[src/hdl/dcc_map.svh]
// Notes on behaviour
// - Convert only on selected source trigger
// - Ready flag low during conversion
// - Ready flag set when conversion completes
// - External select ignores software and pacer
// - Three sources: software, pacer, external
// - A soft trigger write while idle starts conversion under software select; one while busy is dropped
// - Pacer from two cascaded counters
// - External rising edge starts conversion
// - External trigger works with every transfer
// - Transfer mode from control bits
// - Result word read clears ready
// - Host polls ready before reading result
// - Conversion ends within 8 us
// - Interrupt request when result ready
// - Bus master mode queues results in FIFO
// - DAC write updates its analog output
// - DAC code is 12 bits
// - Digital ports whole 16-bit words only
// - Status bit1 overrun, bit0 ready
// - Host programs legal modes; control bit map
// - Pacer select ignored under external trigger
`ifndef DCC_MAP_SVH
`define DCC_MAP_SVH
// Device I/O offsets
`define DCC_OFS_PACER_ONE 6'h04
`define DCC_OFS_PACER_TWO 6'h08
`define DCC_OFS_DAC_ONE 6'h10
`define DCC_OFS_DAC_TWO 6'h14
`define DCC_OFS_MODE 6'h18
`define DCC_OFS_DIO 6'h1c
`define DCC_OFS_SOFT_TRIG 6'h20
`define DCC_OFS_RESULT 6'h24
// Mode control and status bits
`define DCC_BIT_BUS_MASTER 0
`define DCC_BIT_IRQ_XFER 1
`define DCC_BIT_PACER_SEL 2
`define DCC_BIT_OUTSIDE_SEL 3
`define DCC_BIT_READY 0
`define DCC_BIT_OVERRUN 1
// Host register offsets on AHB-Lite
`define DCC_HOFS_IO_ADDR 5'h00
`define DCC_HOFS_IO_WDATA 5'h04
`define DCC_HOFS_IO_GO 5'h08
`define DCC_HOFS_STATUS 5'h0c
`define DCC_HOFS_IO_RDATA 5'h10
`define DCC_HOFS_DMA_DATA 5'h14
// Timing
`define DCC_MCLK_HZ 50000000
`define DCC_CLK_PERIOD_NS 20
`define DCC_CONV_MAX_NS 8000
`define DCC_CONV_CYCLES ((`DCC_CONV_MAX_NS) / (`DCC_CLK_PERIOD_NS))
`define DCC_PACER_BASE_HZ 2000000
`define DCC_PACER_DIV ((`DCC_MCLK_HZ) / (`DCC_PACER_BASE_HZ))
`define DCC_FIFO_DEPTH 8
`endif

[src/hdl/dcc_pkg.sv]
package dcc_pkg;
	typedef enum logic [1:0] {
		DCC_CONV_IDLE = 2'b01,
		DCC_CONV_BUSY = 2'b10
	} dcc_conv_e;

	typedef enum logic [2:0] {
		DCC_HOST_IDLE = 3'b001,
		DCC_HOST_ISSUE = 3'b010,
		DCC_HOST_WAIT = 3'b100
	} dcc_host_e;

	typedef struct packed {
		dcc_conv_e st;
		logic [8:0] tmr;
		logic [4:0] pre;
		logic [15:0] c1;
		logic [15:0] c2;
		logic [15:0] p1;
		logic [15:0] p2;
		logic [3:0] ctrl;
		logic rdy;
		logic ovr;
		logic [11:0] result;
		logic [11:0] dac1;
		logic [11:0] dac2;
		logic [15:0] dout;
		logic [15:0] rdata;
		logic start;
		logic [2:0] wp;
		logic [2:0] rp;
		logic [3:0] cnt;
		logic [7:0][11:0] fifo;
		logic ext1;
		logic ext2;
		logic ext3;
		logic dn1;
		logic dn2;
		logic dn3;
		logic [15:0] di1;
		logic [15:0] di2;
		logic [11:0] rs1;
		logic [11:0] rs2;
	} dcc_dev_s;

	typedef struct packed {
		dcc_host_e st;
		logic [5:0] io_addr;
		logic [15:0] io_wdata;
		logic io_wr;
		logic io_rd;
		logic want_wr;
		logic [15:0] rd_result;
		logic [31:0] hrdata;
		logic dph_wr;
		logic [4:0] dph_addr;
	} dcc_host_s;
endpackage

[src/hdl/dcc_if.sv]
`timescale 1ns/1ns
interface dcc_if;
	logic [5:0] io_addr;
	logic [15:0] io_wdata;
	logic io_wr;
	logic io_rd;
	logic [15:0] io_rdata;
	logic irq_req;
	logic dma_valid;
	logic [11:0] dma_data;
	logic dma_ready;

	modport card (
		input io_addr, io_wdata, io_wr, io_rd, dma_ready,
		output io_rdata, irq_req, dma_valid, dma_data
	);
	modport bridge (
		output io_addr, io_wdata, io_wr, io_rd, dma_ready,
		input io_rdata, irq_req, dma_valid, dma_data
	);
endinterface

[src/hdl/dcc_card.sv]
`timescale 1ns/1ns
`include "dcc_map.svh"
module dcc_card
	import dcc_pkg::*;
(
	input wire logic mclk,
	input wire logic reset_n,
	dcc_if.card bus,
	input wire logic outside_trigger_input,
	input wire logic conv_done,
	input wire logic [11:0] conv_data,
	input wire logic [15:0] dig_in,
	output logic conv_start,
	output logic [15:0] dig_out,
	output logic [11:0] analog_out_one,
	output logic [11:0] analog_out_two
);
	dcc_dev_s r;
	dcc_dev_s next_r;

	// ============================================================
	// Derived events
	logic outside_rise;
	logic done_rise;
	logic pre_tick;
	logic pacer_fire;
	logic soft_fire;
	logic trig;
	logic finish;
	logic wr_soft;
	logic push;
	logic pop;
	logic trig_outside_select;
	logic internal_pacer_select;
	logic xfer_bus_master;
	logic xfer_irq;
	logic fifo_empty;
	logic fifo_full;

	assign trig_outside_select = r.ctrl[`DCC_BIT_OUTSIDE_SEL];
	assign internal_pacer_select = r.ctrl[`DCC_BIT_PACER_SEL];
	assign outside_rise = r.ext2 & ~r.ext3;
	assign done_rise = r.dn2 & ~r.dn3;
	assign pre_tick = (r.pre == 5'h00);
	assign pacer_fire = pre_tick && (r.c1 <= 16'h0001) && (r.c2 <= 16'h0001);
	assign wr_soft = bus.io_wr && (bus.io_addr == `DCC_OFS_SOFT_TRIG);
	assign soft_fire = wr_soft;

	// Source selection: external wins, pacer select only counts internally
	always_comb
	begin
		if (trig_outside_select)
			trig = outside_rise;
		else if (internal_pacer_select)
			trig = pacer_fire;
		else
			trig = soft_fire;
	end

	// Completion on converter done or at the 8 us bound, whichever first
	assign finish = (r.st == DCC_CONV_BUSY) && (done_rise || (r.tmr == 9'h000));
	assign push = finish && xfer_bus_master && !fifo_full;
	assign pop = bus.dma_ready && !fifo_empty;

	// ============================================================
	// Transfer mode and queue level
	// Bus master and interrupt may be on together; the queue and the
	// request then run side by side and the host must serve both
	assign xfer_bus_master = r.ctrl[`DCC_BIT_BUS_MASTER];
	assign xfer_irq = r.ctrl[`DCC_BIT_IRQ_XFER];
	assign fifo_empty = (r.cnt == 4'h0);
	assign fifo_full = (r.cnt == 4'(`DCC_FIFO_DEPTH));

	// ============================================================
	// Next state
	always_comb
	begin
		next_r = r;
		next_r.ext1 = outside_trigger_input;
		next_r.ext2 = r.ext1;
		next_r.ext3 = r.ext2;
		next_r.dn1 = conv_done;
		next_r.dn2 = r.dn1;
		next_r.dn3 = r.dn2;
		next_r.di1 = dig_in;
		next_r.di2 = r.di1;
		next_r.rs1 = conv_data;
		next_r.rs2 = r.rs1;
		next_r.start = 1'b0;

		// Pacer: prescaler to 2 MHz, then two cascaded down counters
		// A reload of 0 acts as 1, so with both reloads 0 the pacer fires on every tick
		next_r.pre = pre_tick ? 5'(`DCC_PACER_DIV - 1) : r.pre - 5'h01;
		if (pre_tick)
		begin
			if (r.c1 <= 16'h0001)
			begin
				next_r.c1 = r.p1;
				next_r.c2 = (r.c2 <= 16'h0001) ? r.p2 : r.c2 - 16'h0001;
			end
			else
				next_r.c1 = r.c1 - 16'h0001;
		end

		// Register writes
		if (bus.io_wr)
		begin
			case (bus.io_addr)
				`DCC_OFS_PACER_ONE:
				begin
					next_r.p1 = bus.io_wdata;
					next_r.c1 = bus.io_wdata;
				end
				`DCC_OFS_PACER_TWO:
				begin
					next_r.p2 = bus.io_wdata;
					next_r.c2 = bus.io_wdata;
				end
				`DCC_OFS_DAC_ONE: next_r.dac1 = bus.io_wdata[11:0];
				`DCC_OFS_DAC_TWO: next_r.dac2 = bus.io_wdata[11:0];
				`DCC_OFS_MODE:
				begin
					next_r.ctrl = bus.io_wdata[3:0];
					next_r.ovr = 1'b0;
				end
				`DCC_OFS_DIO: next_r.dout = bus.io_wdata;
				default: next_r.ctrl = next_r.ctrl;
			endcase
		end

		// Register reads: answer one cycle later from a flop
		next_r.rdata = 16'h0000;
		if (bus.io_rd)
		begin
			case (bus.io_addr)
				`DCC_OFS_MODE: next_r.rdata = {14'h0000, r.ovr, r.rdy};
				`DCC_OFS_DIO: next_r.rdata = r.di2;
				`DCC_OFS_RESULT: next_r.rdata = {4'h0, r.result};
				default: next_r.rdata = 16'h0000;
			endcase
			if (bus.io_addr == `DCC_OFS_RESULT)
				next_r.rdy = 1'b0;
		end

		// Conversion sequence; triggers while busy are dropped
		case (r.st)
			DCC_CONV_IDLE:
			begin
				if (trig)
				begin
					next_r.st = DCC_CONV_BUSY;
					next_r.start = 1'b1;
					next_r.rdy = 1'b0;
					next_r.tmr = 9'(`DCC_CONV_CYCLES - 1);
				end
			end
			DCC_CONV_BUSY:
			begin
				next_r.rdy = 1'b0;
				next_r.tmr = r.tmr - 9'h001;
				if (finish)
				begin
					next_r.st = DCC_CONV_IDLE;
					next_r.result = r.rs2;
					// Placed after the read clear so a fresh sample is never lost unseen
					next_r.rdy = 1'b1;
					// Full queue: the new sample is dropped, the older ones kept
					if (xfer_bus_master && !push)
						next_r.ovr = 1'b1;
				end
			end
			default: next_r.st = DCC_CONV_IDLE;
		endcase

		// Local FIFO for bus master transfer
		if (push)
		begin
			next_r.fifo[r.wp] = r.rs2;
			next_r.wp = r.wp + 3'h1;
		end
		if (pop)
			next_r.rp = r.rp + 3'h1;
		next_r.cnt = r.cnt + {3'h0, push} - {3'h0, pop};
	end

	// ============================================================
	// State register
	always_ff @(posedge mclk or negedge reset_n)
	begin
		if (!reset_n)
		begin
			r <= '0;
			r.st <= DCC_CONV_IDLE;
			// Prescaler starts loaded, so the first tick is a full period away
			r.pre <= 5'(`DCC_PACER_DIV - 1);
		end
		else
			r <= next_r;
	end

	// ============================================================
	// Outputs
	assign conv_start = r.start;
	assign dig_out = r.dout;
	assign analog_out_one = r.dac1;
	assign analog_out_two = r.dac2;
	assign bus.io_rdata = r.rdata;
	assign bus.irq_req = xfer_irq & r.rdy;
	assign bus.dma_valid = !fifo_empty;
	assign bus.dma_data = r.fifo[r.rp];
endmodule

[src/flat_wrapper.sv]
// flat-port wrapper written by rule: the top's interface ports become plain ports
module dcc_card_flat import dcc_pkg::*;
  (mclk, reset_n, outside_trigger_input, conv_done, conv_data, dig_in, conv_start, dig_out, analog_out_one, analog_out_two, bus_io_addr, bus_io_wdata, bus_io_wr, bus_io_rd, bus_dma_ready, bus_io_rdata, bus_irq_req, bus_dma_valid, bus_dma_data);
  dcc_if bus_i ();
  input wire logic mclk;
  input wire logic reset_n;
  input wire logic outside_trigger_input;
  input wire logic conv_done;
  input wire logic [11:0] conv_data;
  input wire logic [15:0] dig_in;
  output logic conv_start;
  output logic [15:0] dig_out;
  output logic [11:0] analog_out_one;
  output logic [11:0] analog_out_two;
  input wire logic [$bits(bus_i.io_addr)-1:0] bus_io_addr;
  input wire logic [$bits(bus_i.io_wdata)-1:0] bus_io_wdata;
  input wire logic [$bits(bus_i.io_wr)-1:0] bus_io_wr;
  input wire logic [$bits(bus_i.io_rd)-1:0] bus_io_rd;
  input wire logic [$bits(bus_i.dma_ready)-1:0] bus_dma_ready;
  output wire logic [$bits(bus_i.io_rdata)-1:0] bus_io_rdata;
  output wire logic [$bits(bus_i.irq_req)-1:0] bus_irq_req;
  output wire logic [$bits(bus_i.dma_valid)-1:0] bus_dma_valid;
  output wire logic [$bits(bus_i.dma_data)-1:0] bus_dma_data;
  assign bus_i.io_addr = bus_io_addr;
  assign bus_i.io_wdata = bus_io_wdata;
  assign bus_i.io_wr = bus_io_wr;
  assign bus_i.io_rd = bus_io_rd;
  assign bus_i.dma_ready = bus_dma_ready;
  assign bus_io_rdata = bus_i.io_rdata;
  assign bus_irq_req = bus_i.irq_req;
  assign bus_dma_valid = bus_i.dma_valid;
  assign bus_dma_data = bus_i.dma_data;
  dcc_card u_core (.mclk(mclk), .reset_n(reset_n), .bus(bus_i), .outside_trigger_input(outside_trigger_input), .conv_done(conv_done), .conv_data(conv_data), .dig_in(dig_in), .conv_start(conv_start), .dig_out(dig_out), .analog_out_one(analog_out_one), .analog_out_two(analog_out_two));
endmodule
[config.mk]
export PLATFORM = sky130hd
export DESIGN_NAME = dcc_card_flat
export DESIGN_NICKNAME = d
export VERILOG_FILES = /design/src/hdl/dcc_pkg.sv /design/src/hdl/dcc_if.sv /design/src/hdl/dcc_card.sv /design/src/flat_wrapper.sv
export VERILOG_INCLUDE_DIRS = /design/src /design/src/hdl
export SDC_FILE = /design/constraint.sdc
export NUM_CORES = 1
export LEC_CHECK = 0
export ABC_CLOCK_PERIOD_IN_PS = 3300
export BUFFER_PORTS_ARGS = -buffer_cell sky130_fd_sc_hd__buf_2
export CAP_MARGIN = 20
export CORE_MARGIN = 8
export CORE_UTILIZATION = 61
export CTS_BUF_LIST = sky130_fd_sc_hd__clkbuf_4 sky130_fd_sc_hd__clkbuf_8
export DETAILED_ROUTE_END_ITERATION = 8
export PLACE_DENSITY_LB_ADDON = 0.08
export SYNTH_ARGS = -nofsm -noshare
export SYNTH_HDL_FRONTEND = slang
export SYNTH_SLANG_ARGS = --single-unit
[constraint.sdc]
create_clock -name mclk -period 3.3 [get_ports mclk]
set_clock_uncertainty 0.2 [all_clocks]
set_input_delay 0 -clock mclk [delete_from_list [all_inputs] [get_ports mclk]]
set_output_delay 0 -clock mclk [all_outputs]
set_load 0.01 [all_outputs]
# Word-level counts from Yosys, hierarchy flattened
# Index checks and enable logic that the tools add are counted.
[totals]
regBits = 323
latchBits = 0
ram_bits = 0
mem_bits_ro = 0
out_inout_bits = 71
mem_count = 0
[op_classes]
n_addsub = 8
n_mul = 0
n_div = 0
magnitude_cmp = 5
eq_ne = 13
shift = 0
n_mux = 35
bitwise_logic = 5
reduce_logical = 26
[op_table]
columns = ["op", "n"]
rows = [
  ["$mux W16", 8],
  ["$bwmux W96", 1],
  ["$mux W68", 1],
  ["$pmux W16 S3", 1],
  ["$bmux W12 S3", 1],
  ["$demux W12 S3", 1],
  ["$le A16 B1 Y1 const B", 2],
  ["$mux W32", 1],
  ["$sub A16 B1 Y16 const B", 2],
  ["$eq A6 B5 Y1 const B", 4],
  ["$mux W12", 2],
  ["$pmux W9 S2", 1],
  ["$reduce_and A2 Y1", 9],
  ["$mux W14", 1],
  ["$mux W13", 1],
  ["$eq A6 B6 Y1 const B", 2],
  ["$mux W11", 1],
  ["$mux W1", 10],
  ["$logic_and A1 B1 Y1", 9],
  ["$logic_not A9 Y1", 1],
  ["$sub A9 B1 Y9 const B", 1],
  ["$lt A3 B4 Y1 const B", 2],
  ["$add A3 B1 Y3 const B", 2],
  ["$eq A6 B3 Y1 const B", 1],
  ["21 further kinds", 27],
]

# Depth between registers and ports, before layout
# Gate-level depths: netlist of the first run.
[depth]
word_depth = 11
mapped_depth = 11
ltp_nobuf = 11

# Worst setup path before layout of the first run
# Ideal clock, no wire load.
[synth_path]
kind = "flip-flop to flip-flop"
from = "reg u_core.r[301] (netlist bit)"
to = "reg u_core.r[285] (netlist bit)"
setup_time_ps = 130
arrival_time_ps = 2323
path_slack_ps = 647
stages_incl_launch_ff = 8
period_less_slack_ps = 2653
cell_sequence = "dfrtp_1 -> or4_4 -> or4_4 -> nor4_4 -> buf_6 -> nand3_1 -> a21oi_1 -> o21ai_1"
[synth_rtl]
columns = ["item", "line_no", "rtl"]
rows = [
  ["start: declaration", "dcc_card.sv:18", "dcc_dev_s r;"],
  ["start signal: assignment", "dcc_card.sv:198", "r <= next_r;"],
]

# Final worst setup path of the first run
[layout_path]
from = "in bus_io_addr[2]"
to = "reg u_core.r[256] (netlist bit)"
[layout_between]
elab_chain_cells = 2
[layout_rtl]
columns = ["item", "line_no", "rtl"]
rows = [
  ["start: declaration", "flat_wrapper.sv:15", "input wire logic [$bits(bus_i.io_addr)-1:0] bus_io_addr;"],
  ["$eq A6 B4 Y1", "dcc_card.sv:108", "case (bus.io_addr)"],
  ["$reduce_and A2 Y1 (no source line)", "--", ""],
]
# Every way passes these cells.
# A chain may end at the register's enable or synchronous reset.

==> results of run 1 <==
worst max-delay path by stage:
stage	from	endpoint	slack, ps
6_report	bus_io_addr[2]	u_core.r[256]	300
4_1_cts	bus_io_addr[5]	u_core.r[256]	360
5_1_grt	u_core.r[315]	u_core.r[80]	190
3_5_place_dp	u_core.r[315]	u_core.r[66]	420
3_3_place_gp	u_core.r[315]	u_core.r[78]	510
2_1_floorplan	u_core.r[301]	u_core.r[285]	650
metrics by stage:
step                total power [W]  worst slack, ps  hold slack, ps  instance area, um2  instances
detailed placement          0.00615              415            -125               14700       1458
global route                 0.0102              191            92.0               16700       1649
floorplan                   0.00572              647            -496               14000       1115
CTS                         0.00981              359            37.3               16700       1649
global placement            0.00610              513            -125               14700       1458
finish                      0.00970              304            88.9               16700       1649
synthesized netlist by cell type, types with 5 or more instances:
cell / count
nor2_1: 46
buf_2: 6
nand3_1: 20
a21oi_1: 26
clkbuf_1: 29
buf_1: 9
mux2i_1: 7
or3_1: 8
o21ai_0: 31
o31ai_1: 5
buf_4: 56
o41ai_1: 6
and2_1: 8
nor4_1: 10
mux2_2: 169
mux4_2: 24
a22oi_1: 15
o21a_1: 6
and3_1: 6
o21ai_1: 5
nor2b_1: 8
inv_1: 29
nand2_1: 130
dfrtp_1: 320
nor3_1: 22
a31oi_1: 6
ha_1: 17
nand2b_1: 7
xnor2_1: 6
flip-flops by register name, summed over array words and instances (netlist names):
| signal | cells |
|---|---|
| u_core.bus.io_rdata | 16 |
| u_core.next_r | 32 |
| u_core.dig_out | 16 |
| u_core.conv_start | 1 |
| u_core.r | 233 |
| u_core.analog_out_two | 12 |
| u_core.analog_out_one | 12 |
| u_core.internal_pacer_select | 1 |
what timing repair did:
item / CTS / global route
hold endpoints to repair: 482 / 0
hold buffers: 98 / 0
resized for setup: 0 / 0
power groups by stage:
stage / Combinational [W] / Clock, W / Sequential [W]
global placement: 0.00136 / 0 / 0.00474
finish: 0.00147 / 0.00353 / 0.00470
CTS: 0.00149 / 0.00363 / 0.00469
floorplan: 0.00109 / 0 / 0.00464
detailed placement: 0.00139 / 0 / 0.00476
global route: 0.00164 / 0.00379 / 0.00475
cells by family (layout without fill, tap and decap cells):
kind of cell | after synthesis | after routing
multiplexers | 200 | 200
AO/OA/AOI/OAI | 138 | 138
buffers and inverters | 130 | 379
adder cells (fa/ha/maj) | 18 | 18
flip-flops | 323 | 323
AND/OR/NAND/NOR | 298 | 298
XOR/XNOR | 8 | 8
worst max-delay path, delay by kind of cell:
kind,cells,cell delay [ps]
buffers and inverters,6,2650
and+or+nand+nor,4,610
cell type report:
class                   instances  area, um2
flip-flops and latches        323       8090
fillers                      1512       5830
multi-input cells             662       5210
repair buffers                257       1880
clock buffers                  85       1060
well taps                     285        357
inverters                      29        109
clock inverters                 8       46.3
metal layers:
layer  vias up  wire length, um  GRT usage  part of all wire
met4         0              381     0.0477             0.012
met1      4706            14700      0.332              0.47
met2       257            14000      0.342              0.45
met3        41             2040     0.0508             0.065
li1       4337                -          -                 -
met5         -                0          0                 0
==> key figures, run 1 <==
Cells and area
  – Most frequent cells in the layout: dfrtp_1, mux2_2, nand2_1
  – Ant diodes: 0
  – Final Util: 0.742
  – Nets: 1,400
  – Commonest non-fill, non-tap cell in the layout: dfrtp_1
  – P&R area growth vs syn: 19.5%
  – Layout cells sized above 1: 0.340

Setup path
  – Critical-path top delay cell: dlygate4sd3_1
  – Startpoint Class: input port
  – Critical Path Max Stage Delay: 560 ps
  – CP Max Fanout: 31
  – R2R cell count: 6
  – Reg-to-Reg Start: u_core.r[315]
  – Worst reg2reg path endpoint: u_core.r[118]
  – Cell mode on critical path: dlygate4sd3_1
  – Worst endpoint required time: between 3000 and 4000 ps
  – CP Capture Type: flip-flop
  – FF-to-FF setup slack: 350 ps
  – CP arrival: 3290 ps
  – Worst path cell trace: dlygate4sd3_1 > buf_2 > nor2b_1 > and4b_1 > dlygate4sd3_1 > buf_4 > nand2_1 > dlygate4sd3_1 > nand2_1 > dlygate4sd3_1
  – Crit Path Class: input port to flip-flop

Die
  – Starting density of the core: 0.621
  – Core area: 22,600 um2
  – Die H: 168 um
  – Cell Rows: 55
  – Die footprint: 28,100 um2
  – Io pins: between 100 and 150
  – Die Wd: 168 um

Pwr
  – Pint: 0.00710 W
  – Psw: 0.00260 W
  – Leakage: 8.16 nW
  – Power per cell area: 579 nW/um2
  – Clock share of power: 0.364
  – Max VDD drop: approximately 0.44 mV
  – Switching Fraction: 0.268
  – Sequential fraction of design power: 0.484
  – Comb pwr share: 0.152

Worst hold path
  – Hold path startpoint: bus_io_addr[1]
  – Hold EP: u_core.r[322]
  – Hold WC Path Type: input port to flip-flop
  – Worst Hold Depth: 6

Global routing
  – First-pass GRT wire length: 51,700 um
  – GRT Total Usage: 0.226
  – Total gr overflow: 0
  – Vias in the first global route: 9,649
  – Initial antenna violation count: 0
  – Largest net degree at the start of global routing: 102

Route
  – Vias: 9,341
  – Post-Route WL: 31,100 um
  – Vias/cell: 5.66
  – Antenna Nets Post-Route: 0
  – Initial DRC count: 840
  – Drc violations: 0
  – WL/cell: 18.9 um
  – DR pass1 iterations: 5

CTS
  – Clock sinks: 323
  – CTS buffer count: 52
  – Clock transition at the registers of the reported paths: roughly 60 ps
  – Clock Latency Late Sink: around 550 ps
  – Root buffer cell: clkbuf_8
  – CTS tree: built
  – # Post-CTS Setup Buffers: 0
  – Longest Clk Path Bufs: 3
  – CTS HTree Levels: 2

STA
  – Setup TNS: 0 ps
  – Max-slew violations: 0
  – Worst Tran Pin Value: 891 ps
  – Final setup fails: 0
  – Max Freq: 0.334 GHz
  – Final Cycle Share: 0.908
  – Worst slew margin: 0.404
  – RSZ-0062 raised after global routing: no
  – Final Hold Vio Count: 0
  – Minimum clock period: 3000 ps

Yosys
  – Post-synthesis cell type count: 70
  – Largest family of logic cells by synthesized area: multiplexers
  – Syn Inst Count: 1,115
  – Post-Synth Adder-Cell Area: 0.0166
  – Area leader, netlist: dfrtp_1
  – XOR/XNOR Fraction of Synth Area: 0.00500
  – Post-synth EDFFs: 0
  – Simple-Gate Fraction of Synth Area: 0.105
  – Post-synthesis mux area share: 0.179
  – Post-Syn Nets: ~1,200
  – Top cell type's share of synthesized area: 0.572
  – #FFs+latches synth: approximately 320
  – Synth Warn #: 0
  – Mean Syn Cell Area: 12.6 um2
  – Sequential element share of the synthesized area: 0.577
  – Syn Std Cell Area: 14,000 um2
  – Compound-Gate Fraction of Synth Area: 0.0657
  – Async S/R FF share, synth: 1.00
  – Synth Flop Type: dfrtp_1
  – Largest cells by area after synthesis: dfrtp_1, mux2_2, mux4_2

Placement
  – Port bufs: 127
  – GPL Wtd Cong: 0.820
  – Dpl hpwl: 20,200 um

Job
  – Max Cap Viol: 0

Outcome
  – Status: complete, no violations
Power figures use the tool's default switching activity.
==> run 2: changes to the inputs <==
CORE_ASPECT_RATIO = 1.1   (was default)
PLACE_DENSITY = 0.86   (was default)
PLACE_DENSITY_LB_ADDON = default   (was 0.08)
RECOVER_POWER = 100   (was default)
==> run 2 against run 1 <==
The run now ends with max-capacitance violations, max-slew violations left. Sequential share of layout area increased by 0.30 points. Maximum frequency fell by 2.9%. Global-route usage rose by 4.5 points. Final area is 0.62% lower. Critical path type is now flip-flop to flip-flop. Critical endpoint is now u_core.r[316]. Largest power group unchanged.
==> key figures, run 2 (synthesized netlist as in run 1, its figures left out) <==
Outcome
  – Status: complete, but fails checks (was complete, no violations)
  – Violations in the final reports: max-capacitance violations, max-slew violations

Die
  – Core area: 22,700 um2 (was 22,600 um2)
  – Die footprint: 28,100 um2 (about the same)
  – Cell Rows: 58 (was 55)
  – Die Wd: 160 um (was 168 um)
  – Die H: 175 um (was 168 um)
  – Io pins: 128 (unchanged)
  – Starting density of the core: 0.617 (was 0.621)

CTS
  – Clock Latency Late Sink: 600 ps (was 550 ps)
  – CTS tree: built (unchanged)
  – Clock sinks: 323 (unchanged)
  – Post-CTS resize count: 0 (unchanged)
  – Root buffer cell: clkbuf_8 (unchanged)
  – CTS buffer count: 51 (was 52)
  – Longest Clk Path Bufs: 3 (unchanged)
  – CTS HTree Levels: 2 (unchanged)
  – Clock transition at the registers of the reported paths: 60 ps (about the same)

Route
  – Antenna Nets Post-Route: 0 (unchanged)
  – Vias/cell: 6.08 (was 5.66)
  – Initial DRC count: 794 (was 840)
  – Drc violations: 0 (unchanged)
  – Vias: 10,100 (was 9,341)
  – DR pass1 iterations: 5 (unchanged)
  – Post-Route WL: 38,000 um (was 31,100 um)
  – WL/cell: 22.8 um (was 18.9 um)

Setup path
  – CP arrival: 3360 ps (was 3290 ps)
  – Startpoint Class: flip-flop (was input port)
  – CP Capture Type: flip-flop (unchanged)
  – CP Max Fanout: 16 (was 31)
  – Crit Path Class: flip-flop to flip-flop (was input port to flip-flop)
  – Worst endpoint required time: 3570 ps (was 3590 ps)

Global routing
  – Vias in the first global route: 10,700 (was 9,649)
  – First-pass GRT wire length: 59,900 um (was 51,700 um)
  – GRT Total Usage: 0.271 (was 0.226)
  – Initial antenna violation count: 0 (unchanged)
  – Total gr overflow: 0 (unchanged)
  – Largest net degree at the start of global routing: 84 (was 102)

STA
  – Final Hold Vio Count: 0 (unchanged)
  – Minimum clock period: 3080 ps (was 3000 ps)
  – Max Freq: 0.324 GHz (was 0.334 GHz)
  – Worst slew margin: -0.0919 (was 0.404)
  – Hold slack: 62.2 ps (was 88.9 ps)
  – Final setup fails: 0 (unchanged)
  – Worst Tran Pin Value: 1640 ps (was 891 ps)
  – Setup TNS: 0 ps (unchanged)
  – Final WS setup: 215 ps (was 304 ps)
  – Max-slew violations: 31 (was 0)
  – RSZ-0062 raised after global routing: no (unchanged)
  – Final Cycle Share: 0.935 (was 0.908)

Cells and area
  – Layout cells sized above 1: 0.276 (was 0.340)
  – Fill cells: 1,401 (was 1,512)
  – Final instance area: 16,600 um2 (was 16,700 um2)
  – P&R area growth vs syn: 18.8% (was 19.5%)
  – Commonest non-fill, non-tap cell in the layout: dfrtp_1 (unchanged)
  – Ant diodes: 0 (unchanged)
  – Reg area: 8090 um2 (unchanged)
  – Area of the multi-input gates: 5200 um2 (was 5210 um2)
  – Nets: 1,406 (was 1,400)
  – Most frequent cells in the layout: dfrtp_1, mux2_2, nand2_1 (unchanged)
  – Largest Register: u_core.r (unchanged)
  – Largest register FFs: 233 (unchanged)

Pwr
  – Leakage: 7.86 nW (was 8.16 nW)
  – Max VDD drop: 0.435 mV (was 0.444 mV)
  – Power per cell area: 592 nW/um2 (was 579 nW/um2)

Worst hold path
  – Hold WC Path Type: input port to flip-flop (unchanged)

Placement
  – GPL Wtd Cong: 0.890 (was 0.820)
  – Pre-CTS setup slack: 354 ps (was 415 ps)
  – Port bufs: 127 (unchanged)
  – Dpl hpwl: 21,600 um (was 20,200 um)
  – Placed Instance Area: 14,700 um2 (about the same)

Job
  – Max Cap Viol: 1 (was 0)
-- run 2: cell count changes in the layout (fill, tap and decap cells not counted), moves of 6 or more --
cell	previous run	this run
clkbuf_2	0	8
clkbuf_8	67	60
buf_4	31	15
mux2_1	0	6
mux2_2	169	163
clkbuf_1	0	79
buf_2	126	58
-- run 2: per-layer routing --
layer / wire [um] / global-route usage / vias to the layer above / part of all wire
met5: 0 / 0 / - / 0
met4: 1920 / 0.136 / 0 / 0.051
met3: 2820 / 0.0518 / 134 / 0.074
met2: 19400 / 0.465 / 530 / 0.51
met1: 13800 / 0.322 / 5135 / 0.36
li1: - / - / 4347 / -
-- run 2: repair_timing --
action,4_1_cts,5_1_grt
setup buffers,0,0
endpoints found under the hold margin,479,0
hold buffers,102,0
-- run 2: path summary, 6_finish.rpt --
check	slack, ps	cells past startpoint	from	end
max	220	6	u_core.r[299]	u_core.r[316]
min	60	4	bus_io_wdata[15]	u_core.r[258]
max reg2reg	220	6	u_core.r[299]	u_core.r[316]
min reg2reg	150	0	u_core.next_r[5]	u_core.r[5]
max in group asynchronous	520	4	reset_n	u_core.r[308]
min in group asynchronous	1000	4	reset_n	u_core.r[301]
-- run 2: power breakdown --
| part | internal, W | switching [W] |
|---|---|---|
| clock network | 0.00197 | 0.00163 |
| logic | 0.000686 | 0.000827 |
| registers | 0.00437 | 0.000365 |
| total | 0.00703 | 0.00282 |
-- run 2: worst max-delay path: stages (launching register included) --
cell     delay, ps
dfrtp_1        470
or4_1          600
nor4_2         450
nand3_1        200
a31o_1         430
or3_1          430
a21oi_1        200
-- run 2: area by class of cell --
cell class | instances | share of cell area
sequential | 323 | 0.486
multi-input combinational | 662 | 0.313
timing repair buffer | 264 | 0.107
clock buffer | 79 | 0.0582
tap | 300 | 0.0226
clock inverter | 13 | 0.00759
inverter | 29 | 0.00654
-- run 2: metrics by stage --
| step | cells | power [W] | util |
|---|---|---|---|
| 2_1_floorplan | 1115 | 0.00572 | - |
| 3_3_place_gp | 1476 | 0.00609 | 0.648 |
| 3_5_place_dp | 1476 | 0.00618 | 0.648 |
| 4_1_cts | 1670 | 0.00985 | 0.742 |
| 5_1_grt | 1670 | 0.0103 | 0.733 |
| 6_report | 1670 | 0.00985 | 0.733 |
